## src/shared/sensor_param_consts.vh

```
/*
  Offsets, field positions and reset values of the sensor parameter entries.
  Assumes inclusion by bare name from the design file.
*/
`ifndef SENSOR_PARAM_CONSTS_VH
`define SENSOR_PARAM_CONSTS_VH
// ===========================================================
// Offsets
`define OFS_PENDING_BUS_ADDRESS 8'h00
`define OFS_CHANNEL_ENABLE_LIST 8'h01
`define OFS_EMITTER_SELECT_ONE_TWO 8'h02
`define OFS_EMITTER_SELECT_THREE 8'h03
`define OFS_PROXIMITY_ALIGNMENT 8'h05
`define OFS_AMBIENT_ALIGNMENT 8'h06
`define OFS_AMBIENT_INFRARED_GAIN 8'h1e
`define OFS_AMBIENT_INFRARED_RANGE 8'h1f
// ===========================================================
// Reset values
`define RST_PENDING_BUS_ADDRESS 8'h00
`define RST_CHANNEL_ENABLE_LIST 8'h00
`define RST_EMITTER_SELECT_ONE_TWO 8'h21
`define RST_EMITTER_SELECT_THREE 8'h04
`define RST_PROXIMITY_ALIGNMENT 8'h00
`define RST_AMBIENT_ALIGNMENT 8'h00
`define RST_AMBIENT_INFRARED_GAIN 8'h00
`define RST_AMBIENT_INFRARED_RANGE 8'h00
`define RST_ACTIVE_BUS_ADDRESS 8'h00
// ===========================================================
// Writable bit masks (reserved bits are held at zero)
`define MASK_CHANNEL_ENABLE_LIST 8'hf7
`define MASK_EMITTER_SELECT_ONE_TWO 8'h77
`define MASK_EMITTER_SELECT_THREE 8'h07
`define MASK_PROXIMITY_ALIGNMENT 8'h70
`define MASK_AMBIENT_ALIGNMENT 8'h30
`define MASK_AMBIENT_INFRARED_GAIN 8'h0f
`define MASK_AMBIENT_INFRARED_RANGE 8'h20
// ===========================================================
// Field positions
`define BIT_UV_INDEX_ENABLE 7
`define BIT_AUX_ENABLE 6
`define BIT_AMBIENT_INFRARED_ENABLE 5
`define BIT_AMBIENT_VISIBLE_ENABLE 4
`define BIT_PROXIMITY_THREE_ENABLE 2
`define BIT_PROXIMITY_TWO_ENABLE 1
`define BIT_PROXIMITY_ONE_ENABLE 0
`define BIT_PROXIMITY_ONE_ALIGN 4
`define BIT_PROXIMITY_TWO_ALIGN 5
`define BIT_PROXIMITY_THREE_ALIGN 6
`define BIT_AMBIENT_INFRARED_ALIGN 5
`define BIT_AMBIENT_VISIBLE_ALIGN 4
`define BIT_INFRARED_RANGE_SELECT 5
`endif

```

## src/design/sensor_parameter_config.v

```verilog
/*
  Parameter entry bank of a light sensor: pending/active bus address, channel
  enables, emitter masks, 17-to-16-bit result alignment and infrared gain/range.
  Assumes a same-clock register port master and a sequencer that feeds
  conversions tagged with a channel number.
*/
// Implementation choice: the plain strobed port.
`timescale 1ns/100ps
`include "sensor_param_consts.vh"

// Function
// - Active bus address changes only on apply command, not on entry write.
// - Bit 7 enables UV index; result goes to auxiliary result pair.
// - Bit 6 enables auxiliary channel; result to the same auxiliary pair.
// - Bit 5 enables ambient infrared, bit 4 ambient visible, own results.
// - Bits 2..0 enable proximity three..one, own results; bit 3 reserved.
// - Emitter masks one (2:0) and two (6:4); bit n drives emitter n+1.
// - Emitter mask three in bits 2:0 of second select entry; rest reserved.
// - Proximity align bits 6..4 pick low 16 bits when set, else upper.
// - Ambient align bits 5 and 4 pick low or upper 16 bits likewise.
module sensor_parameter_config
#(
  parameter CHANNEL_COUNT = 7
)
(
  input wire clk,
  input wire sys_rst,
  input wire [7:0] reg_addr,
  input wire [7:0] reg_wdata,
  input wire reg_write,
  input wire reg_read,
  output reg [7:0] reg_rdata,
  input wire bus_address_apply_command,
  output reg [7:0] active_bus_address,
  output reg [7:0] channel_enables,
  output reg [2:0] emitter_mask_one,
  output reg [2:0] emitter_mask_two,
  output reg [2:0] emitter_mask_three,
  output reg [3:0] infrared_gain,
  output reg infrared_range_select,
  input wire conv_valid,
  input wire [2:0] conv_channel,
  input wire [16:0] conv_value,
  output reg result_valid,
  output reg [2:0] result_slot,
  output reg [15:0] result_data
);

// ===========================================================
// Channel numbers of the conversion port
localparam [2:0] CH_PROX_ONE = 3'h0;
localparam [2:0] CH_PROX_TWO = 3'h1;
localparam [2:0] CH_PROX_THREE = 3'h2;
localparam [2:0] CH_RESERVED = 3'h3;
localparam [2:0] CH_AMB_VIS = 3'h4;
localparam [2:0] CH_AMB_IR = 3'h5;
localparam [2:0] CH_AUX = 3'h6;
localparam [2:0] CH_UV = 3'h7;
// Result slots
localparam [2:0] SLOT_PROX_ONE = 3'h0;
localparam [2:0] SLOT_PROX_TWO = 3'h1;
localparam [2:0] SLOT_PROX_THREE = 3'h2;
localparam [2:0] SLOT_AMB_VIS = 3'h3;
localparam [2:0] SLOT_AMB_IR = 3'h4;
localparam [2:0] SLOT_AUX = 3'h5;

// ===========================================================
// Output reset values follow the entry reset values
localparam [7:0] EMITTER_ONE_TWO_RESET = `RST_EMITTER_SELECT_ONE_TWO;
localparam [7:0] EMITTER_THREE_RESET = `RST_EMITTER_SELECT_THREE;
localparam [7:0] INFRARED_GAIN_RESET = `RST_AMBIENT_INFRARED_GAIN;
localparam [7:0] INFRARED_RANGE_RESET = `RST_AMBIENT_INFRARED_RANGE;

reg [7:0] pending_bus_address_reg;
reg [7:0] channel_enable_list_reg;
reg [7:0] emitter_select_one_two_reg;
reg [7:0] emitter_select_three_reg;
reg [7:0] proximity_alignment_reg;
reg [7:0] ambient_alignment_reg;
reg [7:0] ambient_infrared_gain_reg;
reg [7:0] ambient_infrared_range_reg;
reg [7:0] rdata_next;
reg low_align;
reg [2:0] slot_next;

// ===========================================================
// Named fields of the enable list, emitter, alignment and infrared entries
wire uv_index_enable;
wire aux_channel_enable;
wire ambient_infrared_enable;
wire ambient_visible_enable;
wire proximity_three_enable;
wire proximity_two_enable;
wire proximity_one_enable;
wire proximity_one_low_align;
wire proximity_two_low_align;
wire proximity_three_low_align;
wire ambient_infrared_low_align;
wire ambient_visible_low_align;
wire [2:0] emitter_field_one;
wire [2:0] emitter_field_two;
wire [2:0] emitter_field_three;
wire [3:0] infrared_gain_field;
wire infrared_range_field;
wire [7:0] enable_by_code;
wire [CHANNEL_COUNT:0] channel_accept;
wire conv_accepted;
wire [15:0] aligned_value;

assign uv_index_enable = channel_enable_list_reg[`BIT_UV_INDEX_ENABLE];
assign aux_channel_enable = channel_enable_list_reg[`BIT_AUX_ENABLE];
assign ambient_infrared_enable = channel_enable_list_reg[`BIT_AMBIENT_INFRARED_ENABLE];
assign ambient_visible_enable = channel_enable_list_reg[`BIT_AMBIENT_VISIBLE_ENABLE];
assign proximity_three_enable = channel_enable_list_reg[`BIT_PROXIMITY_THREE_ENABLE];
assign proximity_two_enable = channel_enable_list_reg[`BIT_PROXIMITY_TWO_ENABLE];
assign proximity_one_enable = channel_enable_list_reg[`BIT_PROXIMITY_ONE_ENABLE];
assign proximity_one_low_align = proximity_alignment_reg[`BIT_PROXIMITY_ONE_ALIGN];
assign proximity_two_low_align = proximity_alignment_reg[`BIT_PROXIMITY_TWO_ALIGN];
assign proximity_three_low_align = proximity_alignment_reg[`BIT_PROXIMITY_THREE_ALIGN];
// Ambient pairing follows the field names: bit 5 infrared, bit 4 visible
assign ambient_infrared_low_align = ambient_alignment_reg[`BIT_AMBIENT_INFRARED_ALIGN];
assign ambient_visible_low_align = ambient_alignment_reg[`BIT_AMBIENT_VISIBLE_ALIGN];
assign emitter_field_one = emitter_select_one_two_reg[2:0];
assign emitter_field_two = emitter_select_one_two_reg[6:4];
assign emitter_field_three = emitter_select_three_reg[2:0];
assign infrared_gain_field = ambient_infrared_gain_reg[3:0];
assign infrared_range_field = ambient_infrared_range_reg[`BIT_INFRARED_RANGE_SELECT];
assign enable_by_code = {uv_index_enable, aux_channel_enable,
  ambient_infrared_enable, ambient_visible_enable, 1'b0,
  proximity_three_enable, proximity_two_enable, proximity_one_enable};
assign aligned_value = low_align ? conv_value[15:0] : conv_value[16:1];
assign conv_accepted = conv_valid && channel_accept[conv_channel];

// ===========================================================
// Per-code acceptance, code 3 sits on the reserved enable bit and never answers
genvar code;
generate
  for (code = 0; code <= CHANNEL_COUNT; code = code + 1)
  begin : accept_gen
    if (code == CH_RESERVED)
    begin : reserved_code
      assign channel_accept[code] = 1'b0;
    end
    else
    begin : live_code
      assign channel_accept[code] = enable_by_code[code];
    end
  end
endgenerate

// ===========================================================
// Register writes
always @(posedge clk or posedge sys_rst)
begin
  if (sys_rst)
  begin
    pending_bus_address_reg <= `RST_PENDING_BUS_ADDRESS;
    channel_enable_list_reg <= `RST_CHANNEL_ENABLE_LIST;
    emitter_select_one_two_reg <= `RST_EMITTER_SELECT_ONE_TWO;
    emitter_select_three_reg <= `RST_EMITTER_SELECT_THREE;
    proximity_alignment_reg <= `RST_PROXIMITY_ALIGNMENT;
    ambient_alignment_reg <= `RST_AMBIENT_ALIGNMENT;
    ambient_infrared_gain_reg <= `RST_AMBIENT_INFRARED_GAIN;
    ambient_infrared_range_reg <= `RST_AMBIENT_INFRARED_RANGE;
  end
  else if (reg_write)
  begin
    // Reserved bits are masked on entry so they can never steer anything
    case (reg_addr)
      `OFS_PENDING_BUS_ADDRESS: pending_bus_address_reg <= reg_wdata;
      `OFS_CHANNEL_ENABLE_LIST: channel_enable_list_reg <= reg_wdata & `MASK_CHANNEL_ENABLE_LIST;
      `OFS_EMITTER_SELECT_ONE_TWO: emitter_select_one_two_reg <= reg_wdata & `MASK_EMITTER_SELECT_ONE_TWO;
      `OFS_EMITTER_SELECT_THREE: emitter_select_three_reg <= reg_wdata & `MASK_EMITTER_SELECT_THREE;
      `OFS_PROXIMITY_ALIGNMENT: proximity_alignment_reg <= reg_wdata & `MASK_PROXIMITY_ALIGNMENT;
      `OFS_AMBIENT_ALIGNMENT: ambient_alignment_reg <= reg_wdata & `MASK_AMBIENT_ALIGNMENT;
      `OFS_AMBIENT_INFRARED_GAIN: ambient_infrared_gain_reg <= reg_wdata & `MASK_AMBIENT_INFRARED_GAIN;
      `OFS_AMBIENT_INFRARED_RANGE: ambient_infrared_range_reg <= reg_wdata & `MASK_AMBIENT_INFRARED_RANGE;
      default:
      begin
      end
    endcase
  end
end

// ===========================================================
// Read port, data one cycle after the strobe, unmapped reads zero
always @*
begin
  case (reg_addr)
    `OFS_PENDING_BUS_ADDRESS: rdata_next = pending_bus_address_reg;
    `OFS_CHANNEL_ENABLE_LIST: rdata_next = channel_enable_list_reg;
    `OFS_EMITTER_SELECT_ONE_TWO: rdata_next = emitter_select_one_two_reg;
    `OFS_EMITTER_SELECT_THREE: rdata_next = emitter_select_three_reg;
    `OFS_PROXIMITY_ALIGNMENT: rdata_next = proximity_alignment_reg;
    `OFS_AMBIENT_ALIGNMENT: rdata_next = ambient_alignment_reg;
    `OFS_AMBIENT_INFRARED_GAIN: rdata_next = ambient_infrared_gain_reg;
    `OFS_AMBIENT_INFRARED_RANGE: rdata_next = ambient_infrared_range_reg;
    default: rdata_next = 8'h00;
  endcase
end

always @(posedge clk or posedge sys_rst)
begin
  if (sys_rst)
    reg_rdata <= 8'h00;
  else if (reg_read)
    reg_rdata <= rdata_next;
  else
    reg_rdata <= 8'h00;
end

// ===========================================================
// Active bus address and configuration outputs
always @(posedge clk or posedge sys_rst)
begin
  if (sys_rst)
  begin
    active_bus_address <= `RST_ACTIVE_BUS_ADDRESS;
    channel_enables <= `RST_CHANNEL_ENABLE_LIST;
    emitter_mask_one <= EMITTER_ONE_TWO_RESET[2:0];
    emitter_mask_two <= EMITTER_ONE_TWO_RESET[6:4];
    emitter_mask_three <= EMITTER_THREE_RESET[2:0];
    infrared_gain <= INFRARED_GAIN_RESET[3:0];
    infrared_range_select <= INFRARED_RANGE_RESET[`BIT_INFRARED_RANGE_SELECT];
  end
  else
  begin
    // Entry write alone never moves the live address, a mid-transfer change would drop the host
    if (bus_address_apply_command)
      active_bus_address <= pending_bus_address_reg;
    channel_enables <= channel_enable_list_reg;
    // Outputs lag the entries by one cycle so every port leaves a flop
    emitter_mask_one <= emitter_field_one;
    emitter_mask_two <= emitter_field_two;
    emitter_mask_three <= emitter_field_three;
    infrared_gain <= infrared_gain_field;
    infrared_range_select <= infrared_range_field;
  end
end

// ===========================================================
// Result alignment and slot routing
always @*
begin
  low_align = 1'b0;
  slot_next = SLOT_AUX;
  case (conv_channel)
    CH_PROX_ONE:
    begin
      low_align = proximity_one_low_align;
      slot_next = SLOT_PROX_ONE;
    end
    CH_PROX_TWO:
    begin
      low_align = proximity_two_low_align;
      slot_next = SLOT_PROX_TWO;
    end
    CH_PROX_THREE:
    begin
      low_align = proximity_three_low_align;
      slot_next = SLOT_PROX_THREE;
    end
    CH_AMB_VIS:
    begin
      low_align = ambient_visible_low_align;
      slot_next = SLOT_AMB_VIS;
    end
    CH_AMB_IR:
    begin
      low_align = ambient_infrared_low_align;
      slot_next = SLOT_AMB_IR;
    end
    default:
    begin
      low_align = 1'b0;
      slot_next = SLOT_AUX;
    end
  endcase
end

always @(posedge clk or posedge sys_rst)
begin
  if (sys_rst)
  begin
    result_valid <= 1'b0;
    result_slot <= 3'h0;
    result_data <= 16'h0000;
  end
  else
  begin
    // Conversions for disabled channels raise no result_valid, but result_slot and result_data still load on any conv_valid
    result_valid <= conv_accepted;
    if (conv_valid)
    begin
      result_slot <= slot_next;
      result_data <= aligned_value;
    end
  end
end

endmodule // sensor_parameter_config

```

## config.mk

```make
export PLATFORM = sky130hd
export DESIGN_NAME = sensor_parameter_config
export DESIGN_NICKNAME = d
export VERILOG_FILES = /design/src/design/sensor_parameter_config.v
export VERILOG_INCLUDE_DIRS = /design/src /design/src/shared
export SDC_FILE = /design/constraint.sdc
export NUM_CORES = 1
export LEC_CHECK = 0
export BUFFER_PORTS_ARGS = -buffer_cell sky130_fd_sc_hd__buf_2
export CORE_MARGIN = 5
export CORE_UTILIZATION = 47
export DETAILED_ROUTE_END_ITERATION = 10
export GPL_ROUTABILITY_DRIVEN = 1
export PLACE_DENSITY = 0.75
export SLEW_MARGIN = 5
export SYNTH_ARGS = -nofsm -noshare
export SYNTH_HDL_FRONTEND = slang
export SYNTH_SLANG_ARGS = --single-unit
```

## constraint.sdc

```tcl
create_clock -name clk -period 3 [get_ports clk]
set_clock_uncertainty 0.2 [all_clocks]
set_input_delay 0.6 -clock clk [delete_from_list [all_inputs] [get_ports clk]]
set_output_delay 0.6 -clock clk [all_outputs]
set_load 0.01 [all_outputs]
```

### Word level (Yosys, flattened, before mapping)

Index checks and enable logic that the tools add are counted.

| word-level totals | value |
|---|---|
| flip-flop bits (word level) | 91 |
| bits in latches | 0 |
| bits in writable memories | 0 |
| memory bits (read-only) | 0 |
| input port bits | 42 |
| output and inout bits | 58 |
| word-level logic and storage cells | 49 |
| memories | 0 |

| cells by class | value |
|---|---|
| $add $sub $neg | 0 |
| multiply operators | 0 |
| div/mod/pow operators | 0 |
| $lt $le $gt $ge | 1 |
| equality and inequality tests | 11 |
| shift operators | 0 |
| mux-type cells | 7 |
| bitwise operators | 0 |
| reductions and logical operators | 11 |

Operators with widths:

| operator | number |
|---|---|
| $pmux 8 s8 | 1 |
| $eq 8x2->1 const B | 2 |
| $eq 8x3->1 const B | 2 |
| $eq 8x5->1 const B | 2 |
| $mux 16 | 1 |
| $reduce_and 2->1 | 8 |
| $pmux 3 s5 | 1 |
| $eq 8x1->1 const B | 1 |
| $logic_not 8->1 | 1 |
| $mux 8 | 1 |
| $eq 3x3->1 const B | 2 |
| $pmux 1 s5 | 1 |
| $lt 3x4->1 const B | 1 |
| $bmux 1 s3 | 1 |
| $eq 3x1->1 const B | 1 |
| $eq 3x2->1 const B | 1 |
| $logic_not 3->1 | 1 |
| $logic_and 1x1->1 | 1 |
| $mux 1 | 1 |

### Logic depth before layout (Yosys ltp)

Gate-level depths: netlist (run 1).

| logic depth | value |
|---|---|
| word-level depth | 3 |
| gate-level depth with buffers | 6 |
| gate-level depth less buffers | 4 |

### Worst setup path after synthesis (run 1)

OpenSTA, ideal clock, no wires.

| path | value |
|---|---|
| kind | input to register |
| start | input reg_addr[5] |
| end | register pending_bus_address_reg[0] |
| library setup time | 125 ps |
| data arrival time | 2475 ps |
| data required time | 2675 ps |
| path slack | 200 ps |
| stages on the path | 6 |
| path buffers | 2 |
| cell sequence | or3_1 > buf_2 > or4_1 > buf_2 > nor4b_4 > mux2_2 |

| on the way | value |
|---|---|
| word-level cells in the longest chain between the ends | 2 |

RTL lines:

| item | RTL line | text |
|---|---|---|
| start, declared | sensor_parameter_config.v:28 | `input wire [7:0] reg_addr,` |
| $logic_not 8->1 | sensor_parameter_config.v:169 | `case (reg_addr)` |
| $reduce_and 2->1 (no line) | - |  |
| end signal, assigned | sensor_parameter_config.v:157 | `` pending_bus_address_reg <= `RST_PENDING_BUS_ADDRESS; `` |
| end signal, assigned | sensor_parameter_config.v:170 | `` `OFS_PENDING_BUS_ADDRESS: pending_bus_address_reg <= reg_wdata; `` |
| end, declared | sensor_parameter_config.v:74 | `reg [7:0] pending_bus_address_reg;` |

No other way between the ends.
A chain may end at the register's enable or synchronous reset.

### Worst setup path in the final report (run 1)

| path | value |
|---|---|
| start | input reg_addr[5] |
| end | register pending_bus_address_reg[4] |

Same word-level chain as after synthesis.

==> results.ini, run 1 <==
[drt]
drc = 0
ant_nets = 0
num_vias = 2828
avgRoutedWirePerCell_um = 17.5
vias_per_cell = 5.51
drt_first_pass_iters = 4
wl_um = 8960
drt_iter0_drc = 152

[cells_and_area]
layout-drive-gt1-share_pct = 44.4
regMostFlops = result_data
final_common_cell = buf_2
fin_nets = 445
syn2layout_area_growth_pct = 20.7
final_cell_mix = buf_2 (98), dfrtp_1 (85), mux2_2 (46)
num_antenna_cells = 0
nFillCells = 685
largest_register_ffs = 16

[clocking]
cts_buffer_depth = 2
htree_levels = 3
cts_hold_buffers = 0
cts_tree = done
cts.sinks = 91
numCtsBuffers = 9
root_buffer = clkbuf_8
cts_resized = 0
post-cts-setup-buffers = 0
clk_pin_slew_ps = 90
clkLatencyLatePin_ps = 350

[global_route]
first_global_vias = 2778
use_met2_pct = 27.2
grt_max_degree = 52
grt-ovfl-total = 0
grt_first_pass_wirelength_um = 14400
antenna_found_initial = 0
top_usage_layer = met2
grt_util_all_layers_pct = 18.1
use_met1_pct = 25.6
grt.met3_usage_pct = 4.71

[power_and_ir_drop]
power_leakage_uw = 0.00227
cellPowerDensity_mw_per_mm2 = 515
ir_drop_uv = 388

[outcome]
run_status = finished, final reports clean

[worst_setup_path]
cp_max_fo = 8
cp-start-kind = input port
crit_type = input port to flop
cp.arrival_ps = 2510
cp_data_required_time_ps = 3040
end_kind = flop

[die]
ios = 100
die_x_um = 101
start_util_pct = 47.7
die_h_um = 101
die_area_mm2 = 0.0102
core-area_mm2 = 0.00813
fp-row-count = 33

[sta]
max_freq_mhz = 405
setup_viol = 0
hold_violations = 0
worst_slew_pin_slew_ps = 958
hold_ws_ps = 107
fin_crit_ps = 2470
fin_tns_setup_ps = 0
rsz0062_at_grt = false
final_max_slew_viol_count = 0
relSlewSlack_pct = 36.1
post-route-period-util_pct = 82.3

[job]
drv_cap = 0

[synthesis]
avgSynthCellArea_um2 = 12.6
synth_nets = 350
ys_seq_area_share_pct = 58.9
syn_inst = 308
synth_seq_cells = 91
yosys_warnings = 0
synth_cell_type_count = 43
synth_area_mm2 = 0.00388

[place]
globalplace.congestion = 0.851
numPortBuffers = 98
dp_hpwl_um = 6480

[hold_path]
min_path_type = input port to asynchronous set/reset pin

## metal layers
layer | wire (µm) | vias to the layer above
met2 | 4080 | 103
met5 | 0 | -
met4 | 93 | 0
li1 | - | 1323
met1 | 4050 | 1394
met3 | 733 | 8
## area by class of cell
type / count / area [µm²] / share of cell area, %
inverters: 3 / 15.0 / 0.321
clock buffers: 10 / 128 / 2.73
clock inverters: 6 / 63.8 / 1.36
flip-flops and latches: 91 / 2280 / 48.8
multi-input cells: 192 / 1490 / 31.9
well taps: 105 / 131 / 2.81
repair buffers: 106 / 563 / 12.0
## worst max-delay path, cell delays in order
cell     delay, ps
buf_2           90
or3_1          410
or4_1          560
nor4b_4        290
buf_4          210
mux2_2         350
## worst paths after layout
kind / from / endpoint / slack [ps] / cells after the start
max in group asynchronous: sys_rst / emitter_select_one_two_reg[4] / 2010 / 3
hold reg to reg: emitter_select_one_two_reg[0] / emitter_mask_one[0] / 190 / 0
hold / removal: sys_rst / infrared_gain[2] / 110 / 3
setup reg to reg: proximity_alignment_reg[4] / result_data[1] / 1060 / 4
setup / recovery: reg_addr[5] / pending_bus_address_reg[4] / 530 / 6
min in group clk: emitter_select_one_two_reg[0] / emitter_mask_one[0] / 190 / 0
## logic make-up (layout without fill, tap and decap cells)
family	after synthesis	in the layout	synth area share, %
flops	91	91	58.9
simple gates	65	65	9.26
buf+inv	25	125	2.58
other cells	1	1	0.0967
fa+ha+maj	1	1	0.258
compound gates	69	69	11.6
mux	56	56	17.2
## Yosys cell counts (all sizes together)
library cell   n  area (µm²)
nor2          25        93.8
dfstp          6         158
and3           1        6.26
and4b          1        10.0
o21a           1        7.51
a21boi         1        7.51
or2            1        6.26
o31ai          1        7.51
conb           1        3.75
o211a          1        10.0
clkbuf        19        71.3
a31oi         17         106
o2bb2ai        1        8.76
or4            1        7.51
nor2b          4        25.0
o32a           1        10.0
nand4          4        25.0
nand3b         3        22.5
nand3          2        10.0
nor3           6        30.0
nor4b          1        23.8
o22a           1        8.76
a22oi          4        30.0
nor3b          2        15.0
maj3           1        10.0
or3            3        18.8
inv            3        11.3
nand2b         5        31.3
a211oi         1        7.51
nor4           2        12.5
o211ai        17         128
mux4           4        90.1
nand2          3        11.3
a21oi          2        10.0
o21ai         20         100
buf            3        17.5
mux2i          6        60.1
dfrtp         85        2130
or4b           1        10.0
mux2          46         518
a32oi          1        8.76
## where the power goes
group | switching (µW) | internal (µW) | total, µW
registers | 38.6 | 1290 | 1330
logic | 152 | 117 | 269
clock network | 421 | 385 | 806
total | 611 | 1800 | 2410
## metrics by stage
step | power, µW | worst slack, ps | cell area, µm² | utilization (%) | cells
global route | 2520 | 487 | 4680 | 57.5 | 513
detailed placement | 1630 | 167 | 4490 | 55.1 | 497
global placement | 1620 | 200 | 4490 | 55.1 | 497
CTS | 2430 | 532 | 4680 | 57.5 | 513
floorplan | 1510 | 200 | 3880 | - | 308
finish | 2410 | 530 | 4680 | 57.5 | 513
Note: power is estimated with default switching activity, not from simulation.
==> run 2, diff against run 1 <==
--- a/config.mk
+++ b/config.mk
@@ -6,12 +6,13 @@
 export SDC_FILE = /design/constraint.sdc
 export NUM_CORES = 1
 export LEC_CHECK = 0
+export ABC_AREA = 1
 export BUFFER_PORTS_ARGS = -buffer_cell sky130_fd_sc_hd__buf_2
 export CORE_MARGIN = 5
-export CORE_UTILIZATION = 47
+export CORE_UTILIZATION = 53
 export DETAILED_ROUTE_END_ITERATION = 10
 export GPL_ROUTABILITY_DRIVEN = 1
-export PLACE_DENSITY = 0.75
+export PLACE_DENSITY = 0.8
 export SLEW_MARGIN = 5
 export SYNTH_ARGS = -nofsm -noshare
 export SYNTH_HDL_FRONTEND = slang
==> constraint.sdc (replaced) <==
create_clock -name clk -period 2.6 [get_ports clk]
set_clock_uncertainty 0.2 [all_clocks]
set_input_delay 0.52 -clock clk [delete_from_list [all_inputs] [get_ports clk]]
set_output_delay 0.52 -clock clk [all_outputs]
set_load 0.01 [all_outputs]
==> results.ini, run 2 <==
[outcome]
run_status = finished, final reports clean

[sta]
worst_slack_ps = 857
setup_viol = 0
rsz0062_at_grt = false
hold_violations = 0
worst_slew_pin_slew_ps = 677
relSlewSlack_pct = 54.8
fin_tns_setup_ps = 0
post-route-period-util_pct = 67.0
hold_ws_ps = 54.6
final_max_slew_viol_count = 0
fin_crit_ps = 1740
max_freq_mhz = 574

[synthesis]
synth_area_leaders = dfrtp_1 (54%), nand2_1 (9.1%), nand3_1 (8.7%)
synth_edf_count = 0
synth_cell_type_count = 27
synth_compound_area_share_pct = 8.59
avgSynthCellArea_um2 = 9.25
synth_common_cells = nand2_1 (96), dfrtp_1 (85), nand3_1 (69), inv_1 (39), o21ai_0 (35)
yosys_warnings = 0
synth_top_area_cell = dfrtp_1
synth_seq_cells = 91
synthAdderAreaFrac_pct = 0
synth_top_family_by_area = simple AND/OR/NAND/NOR gates
synth_area_mm2 = 0.00396
ys.flop_type = dfrtp_1
yosysMostFrequentCell = nand2_1
synth-xor-area-share_pct = 0
synth_mux_area_share_pct = 2.27
netlist.area_leader.share_pct = 53.7
ys_seq_area_share_pct = 57.7
synth-simple-area-share_pct = 24.7
synth-async-reset-ratio_pct = 100
syn_inst = 428
synth_nets = 470

[worst_setup_path]
cp.arrival_ps = 1780
cp-start-kind = input port
crit_type = input port to flop
end_kind = flop
cp_max_fo = 21
regToRegSetupSlack_ps = 980
cp_data_required_time_ps = 2630

[cells_and_area]
num_antenna_cells = 0
syn2layout_area_growth_pct = 20.2
layout-drive-gt1-share_pct = 28.0
final_cell_mix = buf_2 (98), nand2_1 (96), dfrtp_1 (85)
nFillCells = 614
regArea_mm2 = 0.00228
regMostFlops = result_data
fin_nets = 566
final_common_cell = buf_2
largest_register_ffs = 16
multi_input_area_mm2 = 0.00141

[clocking]
cts_buffer_depth = 2
cts_resized = 0
clkLatencyLatePin_ps = 350
cts_tree = done
cts.sinks = 91
cts_hold_buffers = 0
htree_levels = 3
numCtsBuffers = 9
root_buffer = clkbuf_8
post-cts-setup-buffers = 0
clk_pin_slew_ps = 80

[drt]
drc = 0
vias_per_cell = 5.20
avgRoutedWirePerCell_um = 14.6
ant_nets = 0
wl_um = 9160
num_vias = 3268
drt_first_pass_iters = 5
drt_iter0_drc = 282

[global_route]
use_met2_pct = 33.4
top_usage_layer = met2
grt-ovfl-total = 0
grt_max_degree = 34
antenna_found_initial = 0
grt_util_all_layers_pct = 20.9
first_global_vias = 3179
grt_first_pass_wirelength_um = 15000
grt.met3_usage_pct = 4.18
use_met1_pct = 29.1

[die]
die_h_um = 96.4
start_util_pct = 54.6
die_x_um = 96.4
die_area_mm2 = 0.00930
core-area_mm2 = 0.00725
fp-row-count = 31
ios = 100

[power_and_ir_drop]
total_power_uw = 2950
power_leakage_uw = 0.00266
ir_drop_uv = 350
cellPowerDensity_mw_per_mm2 = 621

[place]
dp_hpwl_um = 6740
globalplace.congestion = 0.954
place_ws_ps = 503
numPortBuffers = 98

[job]
drv_cap = 0

[hold_path]
min_path_type = input port to asynchronous set/reset pin

[run 2: path summary, 6_finish.rpt]
path,start,endpoint,cells after the start
hold / removal,sys_rst,emitter_mask_one[1],2
min in group clk,emitter_select_one_two_reg[0],emitter_mask_one[0],0
setup / recovery,conv_valid,result_slot[2],4
setup reg to reg,ambient_alignment_reg[5],result_data[12],6
hold reg to reg,emitter_select_one_two_reg[0],emitter_mask_one[0],0
max in group asynchronous,sys_rst,emitter_select_one_two_reg[0],3
[run 2: cell type report]
type	count	share of cell area, %
clock buffers	9	2.60
clock inverters	7	2.45
inverters	41	3.37
multi-input cells	280	29.7
flip-flops and latches	91	48.0
well taps	99	2.60
repair buffers	101	11.3
[run 2: cells by family (layout without fill, tap and decap cells)]
family,after synthesis,after routing
simple gates,211,211
flops,91,91
compound gates,60,60
buf+inv,57,158
mux,8,8
other cells,1,1
[run 2: where the power goes]
part           internal [µW]  switching [µW]
logic                    116             183
registers               1490            47.9
clock network            636             480
[run 2: critical path, cell delays in order]
cell and delay, ps:
buf_2 320, clkinv_1 560, a21oi_1 280, a21oi_1 100
[run 2: layer usage]
| layer | wire length [µm] | vias up |
|---|---|---|
| met5 | 0 | - |
| met4 | 110 | 0 |
| li1 | - | 1590 |
| met3 | 628 | 15 |
| met2 | 4370 | 120 |
| met1 | 4060 | 1543 |
[run 2: per-stage QoR]
stage	cells	utilization, %	area [µm²]
global route	628	65.6	4760
detailed placement	612	62.3	4520
floorplan	428	-	3960
CTS	628	65.6	4760
global placement	612	62.3	4520
finish	628	65.6	4760
